## config.mk

```make
export PLATFORM = sky130hd
export DESIGN_NAME = flip_top
export DESIGN_NICKNAME = d
export VERILOG_FILES = /design/src/pkg/flip_pkg.sv /design/src/hw/flip_top.sv
export SDC_FILE = /design/constraint.sdc
export NUM_CORES = 1
export LEC_CHECK = 0
export BUFFER_PORTS_ARGS = -buffer_cell sky130_fd_sc_hd__buf_4
export CAP_MARGIN = 25
export CORE_ASPECT_RATIO = 0.5
export CORE_MARGIN = 4
export CORE_UTILIZATION = 61
export CTS_BUF_LIST = sky130_fd_sc_hd__clkbuf_2 sky130_fd_sc_hd__clkbuf_4 sky130_fd_sc_hd__clkbuf_8
export DETAILED_ROUTE_END_ITERATION = 16
export GPL_ROUTABILITY_DRIVEN = 1
export PLACE_DENSITY = 0.88
export SETUP_SLACK_MARGIN = 0.02
export SLEW_MARGIN = 30
export SYNTH_ARGS = -nofsm -noshare
export SYNTH_HDL_FRONTEND = slang
export SYNTH_SLANG_ARGS = --single-unit
```

## constraint.sdc

```tcl
create_clock -name clk -period 6.68 [get_ports clk]
set_input_delay 0.668 -clock clk [delete_from_list [all_inputs] [get_ports clk]]
set_output_delay 0.668 -clock clk [all_outputs]
set_load 0.005 [all_outputs]
```

## src/pkg/flip_pkg.sv

```systemverilog
// Notes on behaviour
// - Upper and lower priority bits form level 0 (00) up to level 3 (11).
// - Grant a pending enabled request only if no equal or higher level in service.
// - Hold a request pending while an equal or higher level is in service.
// - Higher level preempts lower service; lower service resumes after the higher completes.
// - With the counter array present, seven sources each take one of four levels.
// - Without the counter array, six sources with the same four-level scheme.
// - Enable, lower priority and upper priority registers are software visible.
// - Upper priority register sits at B7H and pairs with the matching lower bits.
// - Enable bit 7 clear blocks all; set lets each source follow its own enable.
// - Enable at A8H: ext0 b0, timer0 b1, ext1 b2, timer1 b3, uart b4, timer2 b5.
// - Enable bit 6 serves the counter array only where present; otherwise unimplemented.
package flip_pkg;

  localparam int NUM_SRC = 7;
  localparam int NUM_LEVEL = 4;

  ////////////////////////////////////////////////////////////////////////////////
  // Register map
  localparam logic [7:0] ADDR_ENABLE = 8'ha8;
  localparam logic [7:0] ADDR_PRIO_LOW = 8'hb8;
  localparam logic [7:0] ADDR_PRIO_UPPER = 8'hb7;
  localparam logic [7:0] ADDR_STATUS = 8'hb0;
  localparam logic [7:0] ENABLE_RESET = 8'h00;
  localparam logic [7:0] PRIO_RESET = 8'h00;
  localparam logic [7:0] READ_IDLE = 8'h00;
  localparam int GLOBAL_EN_BIT = 7;
  localparam int COUNTER_EN_BIT = 6;

  ////////////////////////////////////////////////////////////////////////////////
  // Sources in polling order: ext0, timer0, ext1, timer1, counter array, uart, timer2
  localparam int SRC_EXT0 = 0;
  localparam int SRC_EXT1 = 2;
  localparam int SRC_COUNTER = 4;
  localparam logic [2:0] SRC_BIT [NUM_SRC] = '{3'h0, 3'h1, 3'h2, 3'h3, 3'h6, 3'h4, 3'h5};
  localparam logic [7:0] SRC_VECTOR [NUM_SRC] = '{8'h03, 8'h0b, 8'h13, 8'h1b, 8'h33, 8'h23, 8'h2b};
  localparam logic [NUM_SRC-1:0] HW_CLEAR_ALWAYS = 7'h0a;

  typedef struct packed {
    logic [7:0] addr;
    logic [7:0] wdata;
    logic we;
    logic re;
  } flip_bus_t;

  typedef struct packed {
    logic valid;
    logic [1:0] level;
    logic [2:0] source;
    logic [7:0] vector;
  } flip_grant_t;

endpackage : flip_pkg

```

## src/hw/flip_top.sv

```systemverilog
// Our own choice: the plain strobed port.
`timescale 1ns/100ps
module flip_top #(
  parameter int HAS_COUNTER_ARRAY = 1
) (
  input wire logic clk,
  input wire logic rst,
  input wire flip_pkg::flip_bus_t bus,
  output logic [7:0] rdata,
  input wire logic [flip_pkg::NUM_SRC-1:0] src_request,
  input wire logic ext0_edge_mode,
  input wire logic ext1_edge_mode,
  input wire logic vector_taken,
  input wire logic service_done,
  output flip_pkg::flip_grant_t grant,
  output logic [flip_pkg::NUM_SRC-1:0] hw_flag_clear
);

  if (HAS_COUNTER_ARRAY != 0 && HAS_COUNTER_ARRAY != 1) begin : g_bad_param
    $error("HAS_COUNTER_ARRAY must be 0 or 1");
  end

  ////////////////////////////////////////////////////////////////////////////////
  // Registers
  logic [7:0] interrupt_enable_bits;
  logic [7:0] priority_low_select;
  logic [7:0] priority_upper_select;
  logic [flip_pkg::NUM_LEVEL-1:0] in_service;

  wire sel_enable = bus.addr == flip_pkg::ADDR_ENABLE;
  wire sel_low = bus.addr == flip_pkg::ADDR_PRIO_LOW;
  wire sel_upper = bus.addr == flip_pkg::ADDR_PRIO_UPPER;
  wire sel_status = bus.addr == flip_pkg::ADDR_STATUS;

  // Bit 6 is not stored at all without the counter array, so it always reads zero
  wire [7:0] enable_mask = (HAS_COUNTER_ARRAY == 1) ? 8'hff : 8'hbf;
  wire [7:0] next_enable = bus.wdata & enable_mask;

  always_ff @(posedge clk or posedge rst) begin
    if (rst) begin
      interrupt_enable_bits <= flip_pkg::ENABLE_RESET;
      priority_low_select <= flip_pkg::PRIO_RESET;
      priority_upper_select <= flip_pkg::PRIO_RESET;
    end else if (bus.we) begin
      if (sel_enable) begin
        interrupt_enable_bits <= next_enable;
      end
      if (sel_low) begin
        priority_low_select <= bus.wdata & enable_mask;
      end
      if (sel_upper) begin
        priority_upper_select <= bus.wdata & enable_mask;
      end
    end
  end

  wire [7:0] status_word = {3'h0, grant.valid, in_service};
  wire [7:0] read_mux = sel_enable ? interrupt_enable_bits :
                        sel_low ? priority_low_select :
                        sel_upper ? priority_upper_select :
                        sel_status ? status_word : flip_pkg::READ_IDLE;

  always_ff @(posedge clk or posedge rst) begin
    if (rst) begin
      rdata <= flip_pkg::READ_IDLE;
    end else begin
      rdata <= bus.re ? read_mux : flip_pkg::READ_IDLE;
    end
  end

  ////////////////////////////////////////////////////////////////////////////////
  // Per-source level and eligibility
  wire global_irq_enable = interrupt_enable_bits[flip_pkg::GLOBAL_EN_BIT];
  logic [1:0] src_level [flip_pkg::NUM_SRC];
  logic [flip_pkg::NUM_SRC-1:0] src_active;

  for (genvar s = 0; s < flip_pkg::NUM_SRC; s++) begin : g_src
    localparam logic [2:0] BITPOS = flip_pkg::SRC_BIT[s];
    localparam bit PRESENT = (s != flip_pkg::SRC_COUNTER) || (HAS_COUNTER_ARRAY == 1);
    assign src_level[s] = {priority_upper_select[BITPOS], priority_low_select[BITPOS]};
    assign src_active[s] = PRESENT && global_irq_enable && interrupt_enable_bits[BITPOS]
                           && src_request[s];
  end

  ////////////////////////////////////////////////////////////////////////////////
  // Arbitration: highest level first, then first in polling order
  logic cand_found;
  logic [1:0] cand_level;
  logic [2:0] cand_source;

  always_comb begin
    cand_found = 1'b0;
    cand_level = 2'h0;
    cand_source = 3'h0;
    for (int lv = flip_pkg::NUM_LEVEL - 1; lv >= 0; lv--) begin
      for (int s = 0; s < flip_pkg::NUM_SRC; s++) begin
        if (!cand_found && src_active[s] && src_level[s] == lv[1:0]) begin
          cand_found = 1'b1;
          cand_level = lv[1:0];
          cand_source = s[2:0];
        end
      end
    end
  end

  // Any service at the candidate's level or above blocks it
  wire [3:0] level_ge_mask = 4'hf << cand_level;
  wire cand_blocked = |(in_service & level_ge_mask);
  // Drop the request in the acknowledge cycle so it is not offered twice
  wire next_valid = cand_found && !cand_blocked && !(vector_taken && grant.valid);

  always_ff @(posedge clk or posedge rst) begin
    if (rst) begin
      grant <= '0;
    end else begin
      grant.valid <= next_valid;
      grant.level <= cand_level;
      grant.source <= cand_source;
      grant.vector <= flip_pkg::SRC_VECTOR[cand_source];
    end
  end

  ////////////////////////////////////////////////////////////////////////////////
  // In-service stack: one bit per level, the highest set bit is the running routine
  wire taken = vector_taken && grant.valid;
  wire [3:0] take_onehot = taken ? (4'h1 << grant.level) : 4'h0;
  wire [3:0] top_onehot = in_service[3] ? 4'h8 :
                          in_service[2] ? 4'h4 :
                          in_service[1] ? 4'h2 :
                          in_service[0] ? 4'h1 : 4'h0;
  wire [3:0] done_mask = service_done ? top_onehot : 4'h0;

  always_ff @(posedge clk or posedge rst) begin
    if (rst) begin
      in_service <= 4'h0;
    end else begin
      // Clearing only the top bit lets the preempted lower routine carry on
      in_service <= (in_service & ~done_mask) | take_onehot;
    end
  end

  ////////////////////////////////////////////////////////////////////////////////
  // Hardware flag clear on vectoring
  logic [flip_pkg::NUM_SRC-1:0] clear_capable;
  always_comb begin
    clear_capable = flip_pkg::HW_CLEAR_ALWAYS;
    clear_capable[flip_pkg::SRC_EXT0] = ext0_edge_mode;
    clear_capable[flip_pkg::SRC_EXT1] = ext1_edge_mode;
  end

  wire [flip_pkg::NUM_SRC-1:0] take_src = taken ? (7'h01 << grant.source) : 7'h00;

  always_ff @(posedge clk or posedge rst) begin
    if (rst) begin
      hw_flag_clear <= '0;
    end else begin
      hw_flag_clear <= take_src & clear_capable;
    end
  end

endmodule : flip_top

```

==> results.tsv <==
metric	value	unit
outcome	complete, no violations	
wl_met3	800	um
synth_xor_area_share	0	%
critical_path_class	register to register	
finClkSkew	7.53	ps
yosysWarnings	0	
num-fill-cells	275	
viasPerCell	6.69	
crit_fanout	22	
setup_viol	0	
hold_violations	0	
worstMarginPinSlew	911	ps
wirelength	7480	um
grt_max_degree	50	
power.density	180	nW/um^2
maxCapViolCount	0	
place_area	3110	um^2
total_power	0.583	mW
die_y	55.3	um
netlist_top_cells_count	dfrtp_1 (49), mux2_2 (24), inv_1 (13), nor2_1 (13), a22oi_1 (12)	
post_cts_buffers	0	
synth_top_family_by_area	simple AND/OR/NAND/NOR gates	
min_period_over_period	44.4	%
cts_tree	yes	
intPower	0.452	mW
clock_path_buffers	2	
p_switching	0.131	mW
cpMaxStageDelayCell	dfrtp_1	
cts_sinks	49	
synth_mux_area_share	9.92	%
dp.cells	347	
cp-start-kind	register	
drt_iter0_markers	238	
netlist.area_leader.share	45.0	%
grt_pass1_wl	11900	um
hold_path.class	input port to async pin	
syn_inst	248	
dp_worst_setup_slack	3780	ps
clk_latency	300	ps
finalNetCount	331	
vias	2376	
post-route-util	78.7	%
yosys_register_bits	49	
critPathTopFamily	simple AND/OR/NAND/NOR gates	
pwr-share-clk	38.0	%
synthFlopType	dfrtp_1	
syn_area	2720	um^2
synth_edf_count	0	
slew_violations	0	
whs	498	ps
std_cell_rows	16	
cpMostUsedCell	and3_1	
yosysMostFrequentCell	dfrtp_1	
place.gp.congestion	0.948	
layout.cells.non_filler	355	
clock.fmax	0.337	GHz
die_area	5660	um^2
critPathCaptureType	register	
dr.max_layer_used	met4	
synth-simple-area-share	21.6	%
wl_met2	3290	um
synth_area_leaders	dfrtp_1 (45%), mux2_2 (9.9%), a22oi_1 (3.3%)	
cts_hold_buf	0	
fin_setup_tns	0	ps
cts-root-buf	clkbuf_8	
synthArstFlopShare	100	%
cp.arrival	3130	ps
swShare	22.5	%
critical_path_buf_inv_count	0	
max_slew_margin	38.8	%
period_needed	2970	ps
antenna_found_initial	0	
h-tree-depth	2	
antennaDiodeCount	0	
final_area	3230	um^2
drc	0	
start_util	66.4	%
die_x	103	um
dp_hpwl	5820	um
grtUsageTotal	27.1	%
p_seq_share	54.9	%
drive_gt1_share	33.6	%
ant_nets	0	
design.portCount	60	
drt_first_pass_iters	5	
synth_compound_area_share	17.5	%
crit_path_cell_trace	and4_1 > a22oi_1 > nand4_1 > or4_1 > and3_1 > and3_1 > o41ai_1 > o21ai_1	
yosysSeqAreaShare	45.0	%
critical_path.max_stage_delay	670	ps
path_clk_slew	90	ps
synth.avg_cell_area	11.0	um^2
yosys.area_share.adder	0	%
drt-met1-wl	3310	um
ctsResizeCount	0	
core_area	4100	um^2
setup_ws	3710	ps
cts_inserted_buffers	5	
grt_setup_unrepaired	false	
synth_top_cell_by_area	dfrtp_1	
peakVddDrop	0.000146	V
overflow	0	
ys_types	54	
syn2layout_area_growth	18.6	%
power.static_leakage	1.55	nW
wl_per_cell	21.1	um
combPwrFrac	7.1	%
portBuffers	53	
cp.required	6850	ps
grt_pass1_vias	2289	
## cell type report
class                           instances  area, um^2  share of cell area (%)
Inverter                               13        50.0                    1.55
Clock buffer                            7        90.1                    2.79
Sequential cell                        49        1230                    38.0
Timing Repair Buffer                   54         405                    12.5
Multi-Input combinational cell        177        1360                    42.1
Clock inverter                          1        30.0                   0.930
Tap cell                               54        67.6                    2.09
## kinds of logic (layout without fill, tap and decap cells)
kind of cell	after synthesis	in the layout
AO/OA/AOI/OAI	60	60
buffers and inverters	27	75
multiplexers	24	24
AND/OR/NAND/NOR	86	86
other	2	7
flip-flops	49	49
## sequential cells by signal, summed over array words and instances (netlist names)
| register | cells |
|---|---|
| hw_flag_clear | 4 |
| interrupt_enable_bits | 8 |
| grant | 9 |
| in_service | 4 |
| priority_upper_select | 8 |
| priority_low_select | 8 |
| rdata | 8 |
## layer usage
layer,GRT usage [%],vias up
met2,39.2,144
met3,6.16,12
met1,41.4,1167
met5,0,-
li1,-,1053
met4,6.17,0
## placed cells by master (no fill, tap or decap), types with 3 or more instances in the layout
cell type	count
nor2b_1	4
o22ai_1	3
nand3_1	5
nand2_1	11
nor3_1	7
a21oi_1	4
inv_1	12
and4_1	5
mux2_2	24
a21boi_0	6
a31oi_1	4
a222oi_1	3
o21ai_0	6
nand4_1	6
conb_1	7
clkbuf_8	6
and4b_1	5
dfrtp_1	49
a22oi_1	12
a22o_1	4
buf_4	54
and3_1	4
nor2_1	13
nand4b_1	5
## power groups by stage
stage                     sequential, mW  combinational (mW)  clock, mW
after floorplan                    0.317              0.0249          0
after global placement             0.324              0.0386          0
after detailed placement           0.324              0.0414          0
after CTS                          0.319              0.0415      0.224
after global routing               0.321              0.0459      0.235
final                              0.320              0.0415      0.222
## path summary, 6_finish.rpt
path | start | slack (ps) | endpoint | cells after the start
setup / recovery | interrupt_enable_bits[7]$_DFFE_PP0P_ | 3710 | grant[4]$_DFF_PP0_ | 8
hold / removal | rst | 500 | in_service[1]$_DFF_PP0_ | 2
setup reg to reg | interrupt_enable_bits[7]$_DFFE_PP0P_ | 3710 | grant[4]$_DFF_PP0_ | 8
hold reg to reg | priority_low_select[7]$_DFFE_PP0P_ | 520 | priority_low_select[7]$_DFFE_PP0P_ | 1
max in group asynchronous | rst | 5680 | interrupt_enable_bits[5]$_DFFE_PP0P_ | 2
min in group clk | priority_low_select[7]$_DFFE_PP0P_ | 520 | priority_low_select[7]$_DFFE_PP0P_ | 1
No activity file was read; power rests on OpenSTA's default activity.
